==> src/design/quad_dac_regs.vh <==
// register image layout and timing constants of the four-channel output port
`ifndef QUAD_DAC_REGS_VH
`define QUAD_DAC_REGS_VH
// two byte-wide image locations, sixteen points
`define POINT_COUNT 16
`define IMAGE_LOW 1'b0
`define IMAGE_HIGH 1'b1
// upper image: bits 3:0 data 11:8, bits 7:4 channel selects
`define HIGH_DATA_MSB 3
`define SEL_LSB 4
`define SEL_MSB 7
`define CHAN_COUNT 4
`define CODE_BITS 12
`define CODE_MAX 12'hFFF
`define CODE_RESET 12'h000
// conversion time in ns and cycles at 100 MHz, longest time rounds down
`define CONV_TIME_NS 30000
`define CLK_PERIOD_NS 10
`define CONV_CYCLES (`CONV_TIME_NS / `CLK_PERIOD_NS)
`endif

==> src/design/quad_dac_output_update_port.v <==
// scan-bus output port that loads 12-bit codes into four converter channels
`include "quad_dac_regs.vh"
module quad_dac_output_update_port #(
   parameter CONV_CYCLES = `CONV_CYCLES
) (
   input wire ref_clk,
   input wire rst,
   input wire bus_wr,
   input wire bus_addr,
   input wire [7:0] bus_wdata,
   input wire scan_end,
   input wire conv_done,
   output reg conv_start,
   output reg [1:0] conv_chan,
   output reg [11:0] conv_code,
   output reg conv_busy,
   output reg conv_timeout,
   output reg [47:0] chan_codes
);

//------------------------------------------------------------
// input synchronisers
//------------------------------------------------------------
reg [1:0] wr_s;
reg [1:0] addr_s;
reg [7:0] data_s0;
reg [7:0] data_s1;
reg [1:0] scan_s;
reg [1:0] done_s;
reg wr_d;
reg scan_d;
always @(posedge ref_clk or posedge rst) begin
   if (rst) begin
      wr_s <= 2'h0;
      addr_s <= 2'h0;
      data_s0 <= 8'h00;
      data_s1 <= 8'h00;
      scan_s <= 2'h0;
      done_s <= 2'h0;
      wr_d <= 1'b0;
      scan_d <= 1'b0;
   end else begin
      wr_s <= {wr_s[0], bus_wr};
      addr_s <= {addr_s[0], bus_addr};
      data_s0 <= bus_wdata;
      data_s1 <= data_s0;
      scan_s <= {scan_s[0], scan_end};
      done_s <= {done_s[0], conv_done};
      wr_d <= wr_s[1];
      scan_d <= scan_s[1];
   end
end
wire wr_rise = wr_s[1] & ~wr_d;
wire scan_rise = scan_s[1] & ~scan_d;

//------------------------------------------------------------
// register image
//------------------------------------------------------------
reg [7:0] output_data_low_byte_reg;
reg [7:0] output_data_high_and_channel_select_reg;
always @(posedge ref_clk or posedge rst) begin
   if (rst) begin
      output_data_low_byte_reg <= 8'h00;
      output_data_high_and_channel_select_reg <= 8'h00;
   end else if (wr_rise) begin
      if (addr_s[1] == `IMAGE_LOW)
         output_data_low_byte_reg <= data_s1;
      else
         output_data_high_and_channel_select_reg <= data_s1;
   end
end
wire [11:0] image_code = {
   output_data_high_and_channel_select_reg[`HIGH_DATA_MSB:0],
   output_data_low_byte_reg};
wire [3:0] image_sel =
   output_data_high_and_channel_select_reg[`SEL_MSB:`SEL_LSB];

//------------------------------------------------------------
// sequencer state
//------------------------------------------------------------
localparam ST_IDLE = 2'h0;
localparam ST_CONV = 2'h1;
localparam ST_WAIT = 2'h2;
localparam [15:0] CONV_LAST = CONV_CYCLES[15:0] - 16'h0001;
reg [1:0] state_reg;
reg [1:0] state_next;
reg [1:0] rr_reg;
reg [1:0] rr_next;
reg [15:0] timer_reg;
reg [15:0] timer_next;
reg [11:0] code_lat;
reg [11:0] code_next;
reg [1:0] chan_next;
reg start_next;
reg busy_next;
reg timeout_next;
reg load_en;
reg [1:0] pick;
reg [1:0] cand;
reg pick_ok;
integer i;
integer j;

//------------------------------------------------------------
// channel pick
//------------------------------------------------------------
// round-robin, search starts after the channel served last
always @* begin
   pick = 2'h0;
   pick_ok = 1'b0;
   cand = 2'h0;
   for (i = `CHAN_COUNT - 1; i >= 0; i = i - 1) begin
      cand = rr_reg + i[1:0];
      if (image_sel[cand]) begin
         pick = cand;
         pick_ok = 1'b1;
      end
   end
end

//------------------------------------------------------------
// conversion timer
//------------------------------------------------------------
// a missing done still ends the wait after the conversion time
wire conv_end = done_s[1] ||
   (timer_reg == CONV_LAST);

//------------------------------------------------------------
// next-state logic
//------------------------------------------------------------
always @* begin
   state_next = state_reg;
   rr_next = rr_reg;
   timer_next = timer_reg;
   code_next = code_lat;
   chan_next = conv_chan;
   start_next = 1'b0;
   busy_next = conv_busy;
   timeout_next = conv_timeout;
   load_en = 1'b0;
   case (state_reg)
      ST_IDLE: begin
         if (scan_rise && pick_ok) begin
            chan_next = pick;
            code_next = image_code;
            start_next = 1'b1;
            busy_next = 1'b1;
            timeout_next = 1'b0;
            timer_next = 16'h0000;
            rr_next = pick + 2'h1;
            state_next = ST_CONV;
         end
      end
      ST_CONV: begin
         timer_next = timer_reg + 16'h0001;
         if (conv_end) begin
            timeout_next = ~done_s[1];
            load_en = 1'b1;
            busy_next = 1'b0;
            state_next = ST_WAIT;
         end
      end
      ST_WAIT: begin
         // converter must drop done before the next start
         if (~done_s[1])
            state_next = ST_IDLE;
      end
      default: state_next = ST_IDLE;
   endcase
end

//------------------------------------------------------------
// sequencer registers
//------------------------------------------------------------
always @(posedge ref_clk or posedge rst) begin
   if (rst) begin
      state_reg <= ST_IDLE;
      rr_reg <= 2'h0;
      timer_reg <= 16'h0000;
      code_lat <= `CODE_RESET;
      conv_start <= 1'b0;
      conv_chan <= 2'h0;
      conv_code <= `CODE_RESET;
      conv_busy <= 1'b0;
      conv_timeout <= 1'b0;
   end else begin
      state_reg <= state_next;
      rr_reg <= rr_next;
      timer_reg <= timer_next;
      code_lat <= code_next;
      conv_start <= start_next;
      conv_chan <= chan_next;
      conv_code <= code_next;
      conv_busy <= busy_next;
      conv_timeout <= timeout_next;
   end
end

//------------------------------------------------------------
// channel hold registers
//------------------------------------------------------------
always @(posedge ref_clk or posedge rst) begin
   if (rst) begin
      chan_codes <= {`CHAN_COUNT{`CODE_RESET}};
   end else begin
      for (j = 0; j < `CHAN_COUNT; j = j + 1) begin
         if (load_en && conv_chan == j[1:0])
            chan_codes[j*`CODE_BITS +: `CODE_BITS] <= code_lat;
      end
   end
end
endmodule // quad_dac_output_update_port

==> config.mk <==
export PLATFORM = sky130hd
export DESIGN_NAME = quad_dac_output_update_port
export DESIGN_NICKNAME = d
export VERILOG_FILES = /design/src/design/quad_dac_output_update_port.v
export VERILOG_INCLUDE_DIRS = /design/src /design/src/design
export SDC_FILE = /design/constraint.sdc
export NUM_CORES = 1
export LEC_CHECK = 0
export BUFFER_PORTS_ARGS = -buffer_cell sky130_fd_sc_hd__buf_2
export CAP_MARGIN = 20
export CORE_MARGIN = 1
export CORE_UTILIZATION = 58
export CTS_BUF_LIST = sky130_fd_sc_hd__clkbuf_4 sky130_fd_sc_hd__clkbuf_8
export DETAILED_ROUTE_END_ITERATION = 10
export HOLD_SLACK_MARGIN = 0.02
export PLACE_DENSITY = 0.82
export SETUP_SLACK_MARGIN = 0.1
export SYNTH_ARGS = -nofsm -noshare
export SYNTH_HDL_FRONTEND = slang
export SYNTH_SLANG_ARGS = --single-unit
==> constraint.sdc <==
create_clock -name ref_clk -period 5.5 [get_ports ref_clk]
set_input_delay 0.825 -clock ref_clk [delete_from_list [all_inputs] [get_ports ref_clk]]
set_output_delay 0.825 -clock ref_clk [all_outputs]
set_load 0.02 [all_outputs]
==> run summary <==
Synth area leaders - dfrtp_1 64%, mux2_4 9.1%, mux2_2 7.8%
syn avg cell area - 13.7 sq um
unique cell type count in the Yosys netlist - 39
reg2reg setup slack - 2.95 ns
initial antenna violation count - 0
Starting Density - 60.1%
Critical Path Start Type - register
setup ws final - 2.95 ns
crit share post-route - 46.4%
core area - 0.00822 sq mm
fmax - 392 MHz
Data arrival, critical path - 2.87 ns
power per cell area - 522 mW/mm^2
Die H - 94.3 microns
Final Hold Fails - 0
first-pass GRT wire length - 15300 microns
Setup CP Type - reg -> reg
Post-synth EDFFs - 0
combinational share of power - 27.7%
reg2reg end - chan_codes[0]
width of the die - 94.3 microns
Slowest-stage cell, CP - or4_1
fraction of layout cells with a size suffix above 1 - 40.0%
Hold-fix buffers, CTS - 0
CP endpoint kind - register
Gate Count Post-Synth - 360
DR iter-0 viols - 128
post-synthesis async set-or-reset flop share - 100%
Final Max Tran Viols - 0
Tot Pwr - 3.05 mW
area delta synth->final - 18.4%
worst slew pin tran - 0.760 ns
critical path startpoint - timer_reg[13]
status - finished, final reports clean
Critical Path RT - 5.82 ns
Synthesized Nets - 375
I/O Buffers - 78
skew final - 0.0121 ns
vias in the first global route - 3092
post-route antenna net violation count - 0
crit-path max FO - 12
Vias per Instance - 5.50
Main synth FF type - dfrtp_1
WL per Instance - 17.3 microns
hpwl dp - 6410 microns
number of flip-flops in the largest register - 48
worst vdd ir - 0.226 mV
Reg2Reg Depth - 5
RD Place Congestion - 0.957
DRC errors left - 0
post-synth top area share - 64.4%
final-stage net count - 464
ant diodes - 0
worst-path cell chain - or4_1, nor4_2, or2_1, nand2_1, mux2_2
global route overflow - 0
Clk Latency, worst-skew pair - 0.44 ns
clock power share - 26.9%
Placement Setup Slack - 2.95 ns
worst hold-check path type - reg -> reg
Seq/Total Area, Yosys - 64.4%
P_int - 1.94 mW
largest net degree at the start of global routing - 90
Pleak - 3.00 nW
I/O Pins - 79
RSZ-0062 raised after global routing - false
flops & latches, synth - 127
cell taking the most area after synthesis - dfrtp_1
Total Routing Usage GR - 23.4%
Max Cap Viol - 0
FF-to-FF Start - timer_reg[13]
setup_tns - 0 ns
CTS resizes - 0
Cell Area, Synth - 0.00494 sq mm
Flop pwr share - 45.3%
vias - 3117
CTS clock-pin slew for the worst setup and hold paths - 0.08 ns
row cnt - 33
Rel. slew slack - 49.2%
NetSw - 1.11 mW
H-tree depth - 4
most frequent cells after synthesis - 127 x dfrtp_1, 56 x nand2_1, 34 x mux2_2
worst setup path endpoint - chan_codes[0]
Post-CTS Setup Bufs - 0
clk buf depth - 2
CTS tree - built
DRT Wirelength - 9820 microns
Yosys Warn Count - 0
crit path time final - 2.55 ns
Root Buffer - clkbuf_8
cts bufs inserted - 17
detailed-router iteration count before antenna repair - 4
CTS Sinks - 127
die area - 0.00889 sq mm
final setup fails - 0
sw frac - 36.3%
top-count cell post-synth - dfrtp_1
Worst path max stage delay - 0.55 ns
[placed cells by master (no fill, tap or decap), types with 3 or more instances in the layout]
| master | synthesis | layout |
|---|---|---|
| inv_8 | 0 | 3 |
| a21oi_1 | 9 | 9 |
| o21ai_0 | 21 | 21 |
| mux2_4 | 30 | 30 |
| dfrtp_1 | 127 | 127 |
| mux2_2 | 34 | 34 |
| nand2_1 | 56 | 56 |
| clkinvlp_4 | 0 | 3 |
| nor2_1 | 12 | 12 |
| xnor2_1 | 3 | 3 |
| buf_4 | 0 | 4 |
| clkinv_4 | 0 | 4 |
| nand4_1 | 5 | 5 |
| inv_1 | 8 | 7 |
| buf_2 | 0 | 78 |
| nor3_1 | 4 | 4 |
| nand3_1 | 5 | 5 |
| clkbuf_8 | 0 | 17 |
| inv_6 | 0 | 3 |
[routing by layer]
layer  up-vias  wire, microns  track usage (%)  part of all wire (%)
met2       101           5080             37.9                    52
met3         9            474             6.88                   4.8
met4         0            100             8.33                   1.0
met5         -              0                0                     0
met1      1577           4160             29.8                    42
li1       1430              -                -                     -
[how the worst min path moves through the flow]
stage / start / endpoint / slack (ns) / cells after the start
6_report: data_s0[1] / data_s1[1] / 0.35 / 0
5_1_grt: scan_s[0] / scan_s[1] / 0.35 / 0
4_1_cts: data_s0[1] / data_s1[1] / 0.35 / 0
3_5_place_dp: data_s0[1] / data_s1[1] / 0.33 / 0
2_1_floorplan: addr_s[0] / addr_s[1] / 0.33 / 0
3_3_place_gp: done_s[0] / done_s[1] / 0.33 / 0
[cell type report]
cell class,instances,area (sq um)
multi-input cells,212,1650
flip-flops and latches,127,3180
clock buffers,17,234
well taps,105,131
inverters,8,32.5
fillers,525,2370
clock inverters,15,178
repair buffers,83,440
[worst max-delay path, delay by kind of cell (launching register included)]
family           cells  cell delay [ns]
flip-flops           1             0.40
AND/OR/NAND/NOR      4             1.62
multiplexers         1             0.41
[cells by family after synthesis]
family,after synthesis,share of synthesized area (%)
DFF,127,64.4
muxes,66,17.3
xor gates and xnor gates,4,0.710
AOI/OAI and AO/OA,42,4.94
adders and majority gates,1,0.253
and+or+nand+nor,99,10.1
buffers and inverters,21,2.36
[per-stage QoR]
step / util (%) / hold slack, ns / std cells / cell area (sq um)
after floorplan: - / 0.331 / 360 / 4940
after global placement: 65.9 / 0.332 / 534 / 5410
after detailed placement: 65.9 / 0.335 / 534 / 5410
after CTS: 70.9 / 0.351 / 566 / 5820
after global routing: 71.1 / 0.354 / 567 / 5840
final: 71.1 / 0.348 / 567 / 5840
[power by group through the flow]
stage / combinational [mW] / clock [mW] / sequential (mW)
global route: 0.906 / 0.886 / 1.41
global placement: 0.812 / 0 / 1.37
floorplan: 0.362 / 0 / 1.56
finish: 0.846 / 0.821 / 1.38
detailed placement: 0.843 / 0 / 1.39
CTS: 0.850 / 0.832 / 1.38
Note: power is estimated with default switching activity, not from simulation.
